==> config.mk <==
export PLATFORM = sky130hd
export DESIGN_NAME = vphy_an_regs
export DESIGN_NICKNAME = d
export VERILOG_FILES = /design/src/logic/vphy_an_pkg.sv /design/src/logic/strap_sync.sv /design/src/logic/vphy_an_regs.sv
export VERILOG_INCLUDE_DIRS = /design/src /design/src/logic
export SDC_FILE = /design/constraint.sdc
export NUM_CORES = 1
export LEC_CHECK = 0
export BUFFER_PORTS_ARGS = -buffer_cell sky130_fd_sc_hd__buf_2
export CAP_MARGIN = 25
export CORE_ASPECT_RATIO = 1.1
export CORE_MARGIN = 3
export CORE_UTILIZATION = 25
export CTS_BUF_LIST = sky130_fd_sc_hd__clkbuf_8
export DETAILED_ROUTE_END_ITERATION = 7
export GPL_ROUTABILITY_DRIVEN = 0
export SLEW_MARGIN = 10
export SYNTH_ARGS = -nofsm -noshare
export SYNTH_HDL_FRONTEND = slang
export SYNTH_SLANG_ARGS = --single-unit
==> constraint.sdc <==
create_clock -name clk_sys -period 1.9 [get_ports clk_sys]
set_clock_uncertainty 0.2 [all_clocks]
set_input_delay 0.285 -clock clk_sys [delete_from_list [all_inputs] [get_ports clk_sys]]
set_output_delay 0.285 -clock clk_sys [all_outputs]
set_load 0.02 [all_outputs]
==> src/logic/vphy_an_consts.svh <==
// constants for the virtual phy ability register pair
`ifndef VPHY_AN_CONSTS_SVH
`define VPHY_AN_CONSTS_SVH

// byte offsets on the 32-bit register map
`define ADV_OFFSET 12'h1d0
`define LP_OFFSET 12'h1d4

// register indices for serial management access
`define ADV_INDEX 5'h04
`define LP_INDEX 5'h05

// bit positions within the 16-bit register
`define NP_BIT 15
`define ACK_BIT 14
`define RF_BIT 13
`define ASYM_BIT 11
`define SYM_BIT 10
`define T4_BIT 9
`define SPEED_HI 8
`define SPEED_LO 5
`define SEL_HI 4

// reset and fixed values
`define SEL_8023 5'h01
`define ADV_SPEED_RST 4'hf
`define PAUSE_RST 2'h0

// emulated partner speed/duplex codes, bits 8..5
`define LP_FD10 4'h2
`define LP_FD100 4'h8
`define LP_HD10 4'h1
`define LP_HD100 4'h4

// cycles to wait after reset until the strap synchroniser has settled
`define STRAP_SETTLE 3'h4

`endif

==> src/logic/vphy_an_pkg.sv <==
// types shared by the virtual phy ability register design
package vphy_an_pkg;

  typedef enum logic [1:0] {PH_INIT, PH_NEG, PH_DONE} phase_t;

  typedef struct packed {
    phase_t phase;
    logic [2:0] settle;
    logic [1:0] adv_pause;   // {asym, sym}
    logic [3:0] adv_speed;
    logic [4:0] adv_sel;
    logic [1:0] lp_pause;    // {asym, sym}
    logic [3:0] lp_speed;
    logic an_done;
    logic an_fail;
    logic [31:0] rdata;
    logic rvalid;
    logic [15:0] mdata;
    logic mvalid;
  } vphy_state_t;

  typedef struct packed {
    logic [3:0] s1;
    logic [3:0] s2;
    logic [3:0] s3;
    logic [3:0] stable;
  } strap_sync_t;

endpackage : vphy_an_pkg

==> src/logic/strap_sync.sv <==
// three-stage synchroniser for the configuration strap pins
`timescale 1ns/1ps
module strap_sync import vphy_an_pkg::*; (
  input wire logic clk_sys,          // system clock
  input wire logic resetn,           // synchronous reset, active low
  input wire logic ce,               // clock enable, freezes state when low
  input wire logic [3:0] pins_async, // raw strap pins
  output logic [3:0] pins_stable     // agreed strap levels
);

  strap_sync_t sy_q;
  strap_sync_t sy_d;

  always_comb begin
    sy_d = sy_q;
    sy_d.s1 = pins_async;
    sy_d.s2 = sy_q.s1;
    sy_d.s3 = sy_q.s2;
    // a level is accepted only once stages two and three agree
    for (int i = 0; i < 4; i++) begin
      if (sy_q.s2[i] == sy_q.s3[i]) begin
        sy_d.stable[i] = sy_q.s3[i];
      end
    end
  end

  always_ff @(posedge clk_sys) begin
    if (!resetn) begin
      sy_q <= '0;
    end else if (ce) begin
      sy_q <= sy_d;
    end
  end

  assign pins_stable = sy_q.stable;

endmodule : strap_sync

==> src/logic/vphy_an_regs.sv <==
// auto-negotiation advertisement and emulated partner ability registers
`timescale 1ns/1ps
`include "vphy_an_consts.svh"
module vphy_an_regs import vphy_an_pkg::*; (
  input wire logic clk_sys,                 // 10 MHz system clock
  input wire logic resetn,                  // synchronous reset, active low
  input wire logic ce,                      // clock enable, freezes all state
  input wire logic reg_rd,                  // register map read strobe
  input wire logic reg_wr,                  // register map write strobe
  input wire logic [11:0] reg_addr,         // register map byte address
  input wire logic [31:0] reg_wdata,        // register map write data
  output logic [31:0] reg_rdata,            // register map read data
  output logic reg_rvalid,                  // read data valid pulse
  input wire logic mgmt_rd,                 // management read strobe
  input wire logic mgmt_wr,                 // management write strobe
  input wire logic [4:0] mgmt_index,        // management register index
  input wire logic [15:0] mgmt_wdata,       // management write data
  output logic [15:0] mgmt_rdata,           // management read data
  output logic mgmt_rvalid,                 // management read valid pulse
  input wire logic an_restart,              // re-run negotiation pulse
  input wire logic forced_pause_select_pin, // manual flow-control strap
  input wire logic full_duplex_pause_pin,   // full-duplex flow-control strap
  input wire logic duplex_strap_pin,        // duplex strap, 1 = full
  input wire logic speed_strap_pin,         // speed strap, 1 = 100
  output logic an_complete,                 // negotiation complete level
  output logic an_failed                    // no common ability found
);

  localparam vphy_state_t ST_RST = '{
    phase: PH_INIT,
    adv_pause: `PAUSE_RST,
    adv_speed: `ADV_SPEED_RST,
    adv_sel: `SEL_8023,
    default: '0
  };

  vphy_state_t st_q;
  vphy_state_t st_d;
  logic [3:0] strap_q;
  logic adv_reg_wr;
  logic adv_mgmt_wr;

  strap_sync i_strap_sync (
    .clk_sys(clk_sys),
    .resetn(resetn),
    .ce(ce),
    .pins_async({speed_strap_pin, duplex_strap_pin, full_duplex_pause_pin,
                 forced_pause_select_pin}),
    .pins_stable(strap_q)
  );

  // partner pause, {asym, sym}, as the partner always accommodates us
  function automatic logic [1:0] pause_resolve(input logic [1:0] adv, input logic fd_fc);
    logic [1:0] r;
    r = 2'h0;
    unique case (adv)
      2'h0: r = 2'h0;
      2'h1: r = 2'h1;
      2'h2: r = 2'h3;
      2'h3: r = fd_fc ? 2'h3 : 2'h2;
    endcase
    return r;
  endfunction : pause_resolve

  function automatic logic [3:0] speed_map(input logic full, input logic fast);
    logic [3:0] r;
    r = 4'h0;
    unique case ({full, fast})
      2'h2: r = `LP_FD10;
      2'h3: r = `LP_FD100;
      2'h0: r = `LP_HD10;
      2'h1: r = `LP_HD100;
    endcase
    return r;
  endfunction : speed_map

  // 16-bit view shared by the register map and the management path
  function automatic logic [15:0] view_word(input logic is_adv, input logic is_lp,
                                            input vphy_state_t s);
    logic [15:0] w;
    w = 16'h0;
    if (is_adv) begin
      w[`ASYM_BIT] = s.adv_pause[1];
      w[`SYM_BIT] = s.adv_pause[0];
      w[`SPEED_HI:`SPEED_LO] = s.adv_speed;
      w[`SEL_HI:0] = s.adv_sel;
    end else if (is_lp) begin
      w[`ACK_BIT] = 1'b1;
      w[`ASYM_BIT] = s.lp_pause[1];
      w[`SYM_BIT] = s.lp_pause[0];
      w[`SPEED_HI:`SPEED_LO] = s.lp_speed;
      w[`SEL_HI:0] = `SEL_8023;
    end
    // next page, remote fault and T4 stay zero in both words
    return w;
  endfunction : view_word

  assign adv_reg_wr = reg_wr && (reg_addr == `ADV_OFFSET);
  assign adv_mgmt_wr = mgmt_wr && (mgmt_index == `ADV_INDEX);

  always_comb begin
    st_d = st_q;
    st_d.rvalid = 1'b0;
    st_d.mvalid = 1'b0;
    unique case (st_q.phase)
      PH_INIT: begin
        // straps are only trusted once the synchroniser has filled
        if (st_q.settle == `STRAP_SETTLE) begin
          st_d.adv_pause = {2{~strap_q[0]}};
          st_d.phase = PH_NEG;
        end else begin
          st_d.settle = st_q.settle + 3'h1;
        end
      end
      PH_NEG: begin
        st_d.lp_pause = pause_resolve(st_q.adv_pause, strap_q[1]);
        st_d.lp_speed = speed_map(strap_q[2], strap_q[3]);
        st_d.an_fail = (st_q.adv_speed & speed_map(strap_q[2], strap_q[3])) == 4'h0;
        st_d.an_done = 1'b1;
        st_d.phase = PH_DONE;
      end
      PH_DONE: begin
        // later advertisement edits take effect only after a restart
        if (an_restart) begin
          st_d.an_done = 1'b0;
          st_d.phase = PH_NEG;
        end
      end
      default: begin
        st_d.phase = PH_INIT;
      end
    endcase
    // writes touch only writable fields; the partner word has none
    if (adv_mgmt_wr) begin
      st_d.adv_pause = mgmt_wdata[`ASYM_BIT:`SYM_BIT];
      st_d.adv_speed = mgmt_wdata[`SPEED_HI:`SPEED_LO];
      st_d.adv_sel = mgmt_wdata[`SEL_HI:0];
    end
    // the register map wins when both paths write in one cycle
    if (adv_reg_wr) begin
      st_d.adv_pause = reg_wdata[`ASYM_BIT:`SYM_BIT];
      st_d.adv_speed = reg_wdata[`SPEED_HI:`SPEED_LO];
      st_d.adv_sel = reg_wdata[`SEL_HI:0];
    end
    if (reg_rd) begin
      st_d.rdata = {16'h0, view_word(reg_addr == `ADV_OFFSET,
                                     reg_addr == `LP_OFFSET, st_q)};
      st_d.rvalid = 1'b1;
    end
    if (mgmt_rd) begin
      st_d.mdata = view_word(mgmt_index == `ADV_INDEX,
                             mgmt_index == `LP_INDEX, st_q);
      st_d.mvalid = 1'b1;
    end
  end

  always_ff @(posedge clk_sys) begin
    if (!resetn) begin
      st_q <= ST_RST;
    end else if (ce) begin
      st_q <= st_d;
    end
  end

  assign reg_rdata = st_q.rdata;
  assign reg_rvalid = st_q.rvalid;
  assign mgmt_rdata = st_q.mdata;
  assign mgmt_rvalid = st_q.mvalid;
  assign an_complete = st_q.an_done;
  assign an_failed = st_q.an_fail;

  a_upper_pad_zero: assert property (
    @(posedge clk_sys) disable iff (!resetn)
    reg_rvalid |-> reg_rdata[31:16] == 16'h0)
    else $error("upper half of register word not zero");

  a_adv_fixed_zero: assert property (
    @(posedge clk_sys) disable iff (!resetn)
    ce && reg_rd && reg_addr == `ADV_OFFSET |=>
      reg_rdata[`NP_BIT] == 1'b0 && reg_rdata[`RF_BIT] == 1'b0 && reg_rdata[`T4_BIT] == 1'b0)
    else $error("fixed advertisement bits not zero");

  a_adv_pause_write: assert property (
    @(posedge clk_sys) disable iff (!resetn)
    ce && adv_reg_wr |=> st_q.adv_pause == $past(reg_wdata[`ASYM_BIT:`SYM_BIT]))
    else $error("advertised pause write not stored");

  a_pause_strap_load: assert property (
    @(posedge clk_sys) disable iff (!resetn)
    ce && st_q.phase == PH_INIT && st_q.settle == `STRAP_SETTLE &&
      !adv_reg_wr && !adv_mgmt_wr |=> st_q.adv_pause == {2{~$past(strap_q[0])}})
    else $error("pause bits not loaded from strap");

  a_adv_reset_value: assert property (
    @(posedge clk_sys) disable iff (!resetn)
    !$past(resetn) |-> st_q.adv_speed == `ADV_SPEED_RST && st_q.adv_sel == `SEL_8023)
    else $error("advertisement reset value wrong");

  a_lp_fixed_bits: assert property (
    @(posedge clk_sys) disable iff (!resetn)
    ce && reg_rd && reg_addr == `LP_OFFSET |=>
      reg_rdata[15:12] == 4'h4 && reg_rdata[`T4_BIT] == 1'b0 &&
      reg_rdata[`SEL_HI:0] == `SEL_8023)
    else $error("partner fixed bits wrong");

  a_lp_view_match: assert property (
    @(posedge clk_sys) disable iff (!resetn)
    ce && reg_rd && reg_addr == `LP_OFFSET |=>
      reg_rdata[11:5] == {$past(st_q.lp_pause), 1'b0, $past(st_q.lp_speed)})
    else $error("partner pause or speed view wrong");

  a_lp_pause_both: assert property (
    @(posedge clk_sys) disable iff (!resetn)
    ce && st_q.phase == PH_NEG && st_q.adv_pause == 2'h3 |=>
      st_q.lp_pause == ($past(strap_q[1]) ? 2'h3 : 2'h2))
    else $error("partner pause for both advertised wrong");

  a_lp_pause_sym: assert property (
    @(posedge clk_sys) disable iff (!resetn)
    ce && st_q.phase == PH_NEG && st_q.adv_pause == 2'h1 |=> st_q.lp_pause == 2'h1)
    else $error("partner pause for symmetric only wrong");

  a_lp_speed_strap: assert property (
    @(posedge clk_sys) disable iff (!resetn)
    ce && st_q.phase == PH_NEG && strap_q[3:2] == 2'h3 |=> st_q.lp_speed == 4'h8)
    else $error("partner speed for full 100 wrong");

  a_lp_pause_hold: assert property (
    @(posedge clk_sys) disable iff (!resetn)
    st_q.phase == PH_DONE && $past(st_q.phase) == PH_DONE |-> $stable(st_q.lp_pause))
    else $error("partner pause changed without negotiation");

  a_lp_write_ignored: assert property (
    @(posedge clk_sys) disable iff (!resetn)
    ce && reg_wr && reg_addr == `LP_OFFSET && st_q.phase == PH_DONE && !an_restart |=>
      $stable(st_q.lp_pause) && $stable(st_q.lp_speed))
    else $error("write to partner register took effect");

  a_ce_freeze: assert property ( // clock enable
    @(posedge clk_sys) disable iff (!resetn)
    !ce |=> $stable(st_q))
    else $error("state moved while clock enable low");

  // read strobes answer in exactly one enabled cycle on both paths
  a_reg_rvalid_pulse: assert property (
    @(posedge clk_sys) disable iff (!resetn)
    ce |=> reg_rvalid == $past(reg_rd))
    else $error("register map read valid not a single pulse");

  a_mgmt_rvalid_pulse: assert property (
    @(posedge clk_sys) disable iff (!resetn)
    ce |=> mgmt_rvalid == $past(mgmt_rd))
    else $error("management read valid not a single pulse");

  a_unmapped_zero: assert property (
    @(posedge clk_sys) disable iff (!resetn)
    ce && reg_rd && reg_addr != `ADV_OFFSET && reg_addr != `LP_OFFSET |=>
      reg_rdata == 32'h00000000)
    else $error("unmapped address did not read zero");

  a_mgmt_adv_fixed: assert property (
    @(posedge clk_sys) disable iff (!resetn)
    ce && mgmt_rd && mgmt_index == `ADV_INDEX |=>
      mgmt_rdata[15:12] == 4'h0 && mgmt_rdata[`T4_BIT] == 1'b0)
    else $error("fixed management advertisement bits not zero");

  a_mgmt_lp_fixed: assert property (
    @(posedge clk_sys) disable iff (!resetn)
    ce && mgmt_rd && mgmt_index == `LP_INDEX |=>
      mgmt_rdata[15:12] == 4'h4 && mgmt_rdata[`T4_BIT] == 1'b0 &&
      mgmt_rdata[`SEL_HI:0] == `SEL_8023)
    else $error("fixed management partner bits wrong");

  a_adv_mgmt_write: assert property (
    @(posedge clk_sys) disable iff (!resetn)
    ce && adv_mgmt_wr && !adv_reg_wr |=>
      st_q.adv_pause == $past(mgmt_wdata[`ASYM_BIT:`SYM_BIT]) &&
      st_q.adv_speed == $past(mgmt_wdata[`SPEED_HI:`SPEED_LO]))
    else $error("management advertisement write not stored");

  a_adv_speed_write: assert property (
    @(posedge clk_sys) disable iff (!resetn)
    ce && adv_reg_wr |=>
      st_q.adv_speed == $past(reg_wdata[`SPEED_HI:`SPEED_LO]) &&
      st_q.adv_sel == $past(reg_wdata[`SEL_HI:0]))
    else $error("advertised speed or selector write not stored");

  a_lp_pause_asym: assert property (
    @(posedge clk_sys) disable iff (!resetn)
    ce && st_q.phase == PH_NEG && st_q.adv_pause == 2'h2 |=> st_q.lp_pause == 2'h3)
    else $error("partner pause for asymmetric only wrong");

  a_lp_pause_none: assert property (
    @(posedge clk_sys) disable iff (!resetn)
    ce && st_q.phase == PH_NEG && st_q.adv_pause == 2'h0 |=> st_q.lp_pause == 2'h0)
    else $error("partner pause for none advertised wrong");

  // the remaining strap codes, so every row of the partner speed table is guarded
  a_lp_speed_full10: assert property (
    @(posedge clk_sys) disable iff (!resetn)
    ce && st_q.phase == PH_NEG && strap_q[3:2] == 2'h1 |=> st_q.lp_speed == 4'h2)
    else $error("partner speed for full 10 wrong");

  a_lp_speed_half10: assert property (
    @(posedge clk_sys) disable iff (!resetn)
    ce && st_q.phase == PH_NEG && strap_q[3:2] == 2'h0 |=> st_q.lp_speed == 4'h1)
    else $error("partner speed for half 10 wrong");

  a_lp_speed_half100: assert property (
    @(posedge clk_sys) disable iff (!resetn)
    ce && st_q.phase == PH_NEG && strap_q[3:2] == 2'h2 |=> st_q.lp_speed == 4'h4)
    else $error("partner speed for half 100 wrong");

  a_neg_complete: assert property (
    @(posedge clk_sys) disable iff (!resetn)
    ce && st_q.phase == PH_NEG |=> an_complete)
    else $error("negotiation did not complete");

  a_restart_clear: assert property (
    @(posedge clk_sys) disable iff (!resetn)
    ce && st_q.phase == PH_DONE && an_restart |=> !an_complete)
    else $error("restart did not clear completion");

endmodule : vphy_an_regs

==> results of run 1 <==
==> cell type report <==
| cell class | instances | area (um^2) |
|---|---|---|
| multi-input combinational | 259 | 1718 |
| timing repair buffer | 105 | 598.1 |
| sequential | 66 | 1321 |
| tap | 184 | 230.2 |
| clock buffer | 12 | 165.2 |
| clock inverter | 3 | 38.79 |
| inverter | 8 | 30.03 |
| fill | 1371 | 9166 |
==> cell usage after synthesis, types with 7 or more instances <==
master	instances	area, um^2
a21boi_0	14	105.1
o31ai_1	7	52.55
o221ai_1	7	61.31
o21ai_0	12	60.06
dfxtp_1	66	1321
mux2i_1	21	210.2
clkbuf_1	17	63.81
and2_1	13	81.33
nand3_1	9	45.04
inv_1	7	26.28
a21oi_1	8	40.04
nor2b_1	26	162.7
nor2_1	9	33.78
buf_4	48	360.4
nor3b_1	10	75.07
nand2_1	33	123.9
==> metrics by stage <==
stage / hold slack, ns / power (uW) / instances
after global placement: 0.2499 / 1775 / 620
after detailed placement: 0.2560 / 1784 / 620
after floorplan: 0.2413 / 1698 / 402
final: 0.01997 / 2960 / 637
after CTS: 0.001712 / 3003 / 637
after global routing: 0.06523 / 3078 / 637
==> power breakdown <==
group	internal, uW	switching, uW
Combinational	133	190
Sequential	1410	20.0
Clock	699	505
Total	2240	716
==> state kept, by name (all words and copies together), names as in the netlist <==
signal,flops
st_q,22
mgmt_rdata,12
reg_rdata,12
i_strap_sync.sy_d,8
i_strap_sync.pins_stable,4
i_strap_sync.sy_q,4
an_complete,1
an_failed,1
mgmt_rvalid,1
reg_rvalid,1
==> cell families after synthesis <==
logic type / count (synthesis) / synth area share, %
other: 1 / 0.1099
xor gates and xnor gates: 2 / 0.5133
DFF: 66 / 38.71
muxes: 26 / 8.138
AOI/OAI and AO/OA: 74 / 15.95
buffers and inverters: 77 / 13.82
adders and majority gates: 2 / 0.7330
and+or+nand+nor: 131 / 22.03
==> path summary, 6_finish.rpt <==
kind	from	to	slack, ns	depth (start not counted)
hold / removal	speed_strap_pin	i_strap_sync.sy_d[11]	0.02	3
setup reg to reg	st_q[69]	st_q[68]	0.25	6
hold reg to reg	mgmt_rdata[3]	mgmt_rdata[3]	0.26	2
setup / recovery	mgmt_index[3]	st_q[60]	0.13	5
==> worst register-to-register path: cells and delay by family, from the launching register on <==
kind | cells | cell delay, ns
AND/OR/NAND/NOR | 2 | 0.31
buffers and inverters | 1 | 0.06
flip-flops | 1 | 0.33
adder cells (fa/ha/maj) | 1 | 0.13
AO/OA/AOI/OAI | 2 | 0.50
==> what timing repair did <==
| item | 4_1_cts | 5_1_grt |
|---|---|---|
| hold buffers | 2 | 0 |
| gates resized for setup | 0 | 0 |
| hold endpoints to repair | 2 | 0 |
==> routing by layer <==
layer  track usage (%)  routed length (um)  share of wire (%)  vias to the layer above
met5                 0                   7              0.080                        -
met4             5.107                 172                2.0                        2
li1                  -                   -                  -                     1412
met3             3.648                 571                6.5                       15
met2             19.22                4242                 48                       82
met1             13.77                3794                 43                     1331
==> run summary, run 1 <==
After layout, the worst path uses 93.05% of the clock period. The class of the worst hold path is primary input to register. The number of buffer and inverter instances along the worst setup path was 1. The placed wire-length estimate after detailed placement is 6.866 mm, and the maximum number of pins on one net before global-route repair is 28.

The critical path in this run is classified as primary input to register. Summing over every cut layer, the via total after detailed routing is 2,842. At the later pin of the worst-skew pair, clock insertion delay measures 0.34 ns. The max-slew violation total from the final report was 0. The sequential fraction of the synthesis area came out at 38.71%. The average size of a mapped cell was 9.006 um^2. The maximum fanout count along the critical path is 5. The placeable core area came out at 13,270 um^2. OpenSTA, run right after detailed placement, puts the worst setup slack at -0.2233 ns. The library cell used most frequently in the layout, excluding fill and tap cells, is buf_2. Row generation in the floorplan step produced 44 rows. The cell with the biggest individual delay on the critical path is or4b_4. The clock period could shrink to 1.768 ns. The final layout contains 528 nets. The clock tree synthesis step divided the H-tree into 3 levels. For this run, design rule violations remaining after detail routing come to 0. The final critical-path setup slack was 0.1320 ns. After clock tree synthesis, the clock-pin slew on the worst setup and hold paths is 0.07 ns. Summed over all layers, the global routing overflow is 0. For the final routed database, the setup TNS stands at 0 ns. The kind of cell with the highest combined delay along the critical path is simple AND/OR/NAND/NOR gates. Buffers added to address setup during post-CTS repair amount to 0.

For this run, asynchronously set or reset flops after synthesis account for 0%. The tools report the critical path startpoint category as a primary input. The detailed router finished its first iteration with 187 violations.

Walking the worst path, the cells encountered are buf_2 -> or4b_4 -> or3_1 -> mux2_2 -> o221a_1. The maximum operating frequency was 565.6 MHz. Counting flops with a built-in enable in the synthesized netlist gives 0. Yosys printed 0 warnings. Setup violations remaining at the end of the flow were counted as 0. In this design, the stage delay of the slowest critical-path cell is 0.57 ns. The worst setup path is captured at a register. For this design the ratio of total power to cell area is 721.7 nW/um^2. The CTS sink count came out at 66. The number of hold violations in the final report came out at 0. The floorplan step defined a die boundary enclosing 15,090 um^2. Wires add up to 8.789 mm.

From synthesis to final layout, the design area changed by 20.16%. Setup repair after global routing left no endpoint under its margin. The height of the die is 128.6 um, and the number of distinct library cells after synthesis is 50. In this run the cell area of the synthesized design comes to 3413 um^2. For the worst setup path, the data required time is 1.94 ns.

The count of antenna-violating nets left after detailed routing was 0; the global-route wire length before repair was 13.83 mm. In the synthesized netlist the dominant register cell turns out to be dfxtp_1. The first detailed-routing pass ran for 4 iterations. The repair_antennas step left the layout with diodes totalling 0. The floorplan die width was 117.4 um; the leakage power was 0.001803 uW.

Data arrival time at the worst-slack endpoint: 1.80 ns. Summing all placed instances gives a cell area of 3877 um^2. The fraction of layout instances using a drive strength above 1 is 28.26%, and the worst vdd rail ir drop is 0.0002917 V. In the final routed layout, each cell accounts on average for 13.80 um. The via count of the first global-routing pass was 2,649. The run gives 0 as the count of max-cap constraint violations. The via count normalized by instance count works out to 4.462. For this run, the share of the core covered by cells in the final layout is 30.91%. Counting along the longest clock path gives a buffer depth of 2. The finished cells cover 4101 um^2.

Port buffering added 78 buffers. 129 I/O pins were placed. In the layout the commonest cells are buf_2 (78), dfxtp_1 (66), nand2_1 (33). The tree is rooted in a clkbuf_8. Post-synthesis cell count: 379.

The run finished with clean final reports. The run gives 11.53% as the global routing usage summed across all routing layers. TritonCTS built the clock tree. The initial utilization of the core area, before any placement, comes to 25.73%.

The total CTS buffers was 9; the initial antenna violation count was 1. Counting flops and latches in the post-synthesis netlist gives 66.
(Power assumes the default switching activity.)
==> inputs of run 2 (changes only) <==
- clock period: 1.9 -> 2.1 ns (I/O delays scaled with it)
==> run 2 against run 1 <==
- count of clock-buffer cells in the layout shrank 2
- final cell count shrank 1.6%
- clock power shrank 8%
- sequential share of layout area grew 0.70 points
- combinational power shrank 15%
- critical endpoint is now st_q[59]
- register-to-register slack gained 0.10 ns
- global-route usage is essentially flat
- die area is the same
==> run summary, run 2 (synthesized netlist as in run 1, its figures left out) <==
The number of buffers inserted for hold repair after clock tree synthesis is 0 (-2). The placeable core area was 13,270 um^2 (unchanged). The aggregate negative setup slack was 0 ns (unchanged); the number of cell instances on the worst register-to-register path was 6 (unchanged). The data required time at the worst endpoint came out at 2.14 ns (+0.20 ns).

The worst hold path terminates at i_strap_sync.sy_d[10]. STA classifies the critical path endpoint as a register. The total of endpoints with negative setup slack in the final report came out at 0 (unchanged). The maximum fanout count along the critical path works out to 5 (unchanged). The tools report the number of design rule violations left after detail routing as 0 (unchanged). The run gives 8.567 mm (-2.5%) as the post-detailed-routing wire length. Clock transition at the register clock pins on the worst setup and hold paths after CTS: 0.08 ns (about the same).

The DRC violation total after the first TritonRoute iteration came out at 77 (-59%). The effective utilization at floorplan was 25.73% (unchanged). The flip-flop count of the largest register, all copies and words added was 22 (unchanged); the number of rows in the core area was 44 (unchanged). Leaving out fill and tap cells, the most frequent cells in the layout are buf_2 (78), dfxtp_1 (66), nand2_1 (33).

The initial antenna violation count is 0 (-1). Class of the worst hold path: primary input to register. The critical path startpoint category was a primary input.

The worst hold path begins at duplex_strap_pin. The layout overhead on the synthesized area is 17.60%, and the minimum period implied by the final worst setup slack is 1.918 ns. The via count normalized by instance count was 4.348 (-2.6%); the placed wire-length estimate after detailed placement was 6.665 mm (-2.9%).

The total of buffers placed on input and output ports was 78 (unchanged); the number of top-level pins was 129 (unchanged). The worst reg2reg path endpoint was st_q[68]. The type of the worst setup path was primary input to register. The count of antenna-violating nets left after detailed routing is 0 (unchanged), and the global-route wire length before repair is 13.80 mm (-0.20%). The final critical-path setup slack is 0.1817 ns (+0.04972 ns), and the placed cell count is 611 (-1.5%).

The run gives 1.95 ns (+0.15 ns) as the data arrival time at the worst-slack endpoint. The later-pin clock latency in the skew report was 0.35 ns (about the same); the total CTS buffers was 9 (unchanged). The fraction of layout instances using a drive strength above 1 is 27.09% (-1.2 points). Final instance count without filler cells: 627 (-1.6%). The run gives 0 (unchanged) as the number of diodes. The run gives 2,726 (-4.1%) as the via count. The maximum count of clock buffers along a single path came out at 2 (unchanged). The number of nets in the finished design was 517 (-2.1%).

The worst setup slack for register-to-register paths is 0.35 ns (+0.10 ns). For the number of filler instances in the final layout, the log shows 1,403 (+2.3%). Startpoint of the lowest-slack register-to-register path: st_q[69].

The final global-route overflow total is 0 (unchanged), and the total power is 2664 uW (-10%). Worst setup slack before clock tree synthesis: -0.1798 ns (+0.04354 ns). The floorplan die width is 117.4 um (unchanged).

Global routing usage summed across all routing layers: 11.48% (-0.048 points). For the via count of the first global-routing pass, the log shows 2,699 (+1.9%). The library cell used most frequently in the layout, excluding fill and tap cells, is buf_2. The height of the die works out to 128.6 um (unchanged). The flow ran to the end, and the final reports show no timing, DRC or antenna violations. The period utilization came out at 91.35%.

The CTS sink count was 66 (unchanged); the actual slew at the worst max-slew pin was 0.6299 ns. Measured against its own limit, the worst slew margin works out to 57.91%. Setup repair after global routing left no endpoint under its margin.

The routed length per instance was 13.66 um (-0.97%); the power density over the cells was 663.8 nW/um^2 (-8.0%). The tools report the root buffer cell as clkbuf_8. For the worst vdd rail ir drop, the log shows 0.0002889 V (-0.94%). For the leakage power, the log shows 0.001733 uW (-3.9%).

The count of instances resized after the clock tree is built is 0 (unchanged), and the cell depth of the worst min-delay path is 3 (unchanged). The maximum number of pins on one net before global-route repair is 46 (+64%). The count of max-cap constraint violations came out at 0 (unchanged).

The logs give 15,090 um^2 (unchanged) for the die outline area and 521.3 MHz for the maximum operating frequency. Ranked by flip-flop count, first place goes to st_q. For the post-CTS repair timing setup buffer count, the log shows 0 (unchanged). Max-slew violation total from the final report: 0 (unchanged). For the count of H-tree levels built during CTS, the log shows 3 (unchanged). The tools report the number of optimization iterations in the first detailed-route pass as 4 (unchanged). TritonCTS built the clock tree. The number of hold violations in the final report is 0 (unchanged). The worst hold-check slack was 0.01982 ns (-0.0001536 ns).
==> run 2: report_power, final <==
part	switching (uW)	internal, uW
logic	165	109
clock network	514	582
registers	17.4	1280
==> run 2: worst max-delay path, cell delays in order <==
cell and delay (ns):
buf_2 0.11, or4b_1 0.66, or3_1 0.38, mux2_2 0.27, o221a_1 0.21
==> run 2: area by class of cell <==
type                       instances  area [um^2]  area share, %
sequential                        66         1321          32.92
inverter                           8        30.03         0.7481
tap                              184        230.2          5.736
clock inverter                     6        65.06          1.621
multi-input combinational        259         1707          42.52
timing repair buffer              94        523.0          13.03
clock buffer                      10        137.6          3.429
==> run 2: stage by stage <==
| step | instance area [um^2] | utilization [%] |
|---|---|---|
| after CTS | 4014 | 30.25 |
| after global placement | 3811 | 28.73 |
| after global routing | 4014 | 30.25 |
| final | 4014 | 30.25 |
| after detailed placement | 3811 | 28.73 |
| after floorplan | 3500 | - |
==> run 2: how the worst max path moves through the flow <==
stage | from | end | slack (ns) | depth (start not counted)
2_1_floorplan | mgmt_index[3] | st_q[59] | 0.02 | 5
3_3_place_gp | mgmt_index[3] | st_q[60] | -0.16 | 5
3_5_place_dp | mgmt_index[3] | st_q[59] | -0.18 | 5
4_1_cts | mgmt_index[3] | st_q[59] | 0.18 | 5
5_1_grt | mgmt_index[3] | st_q[60] | 0.12 | 5
6_report | mgmt_index[3] | st_q[59] | 0.18 | 5
==> run 2: metal layers <==
layer  track usage (%)  up-vias  part of all wire, %
li1                  -     1387                    -
met1             13.81     1264                   45
met2             19.46       61                   48
met3             3.253       14                  5.1
met4             4.762        0                  2.2
met5                 0        -                    0
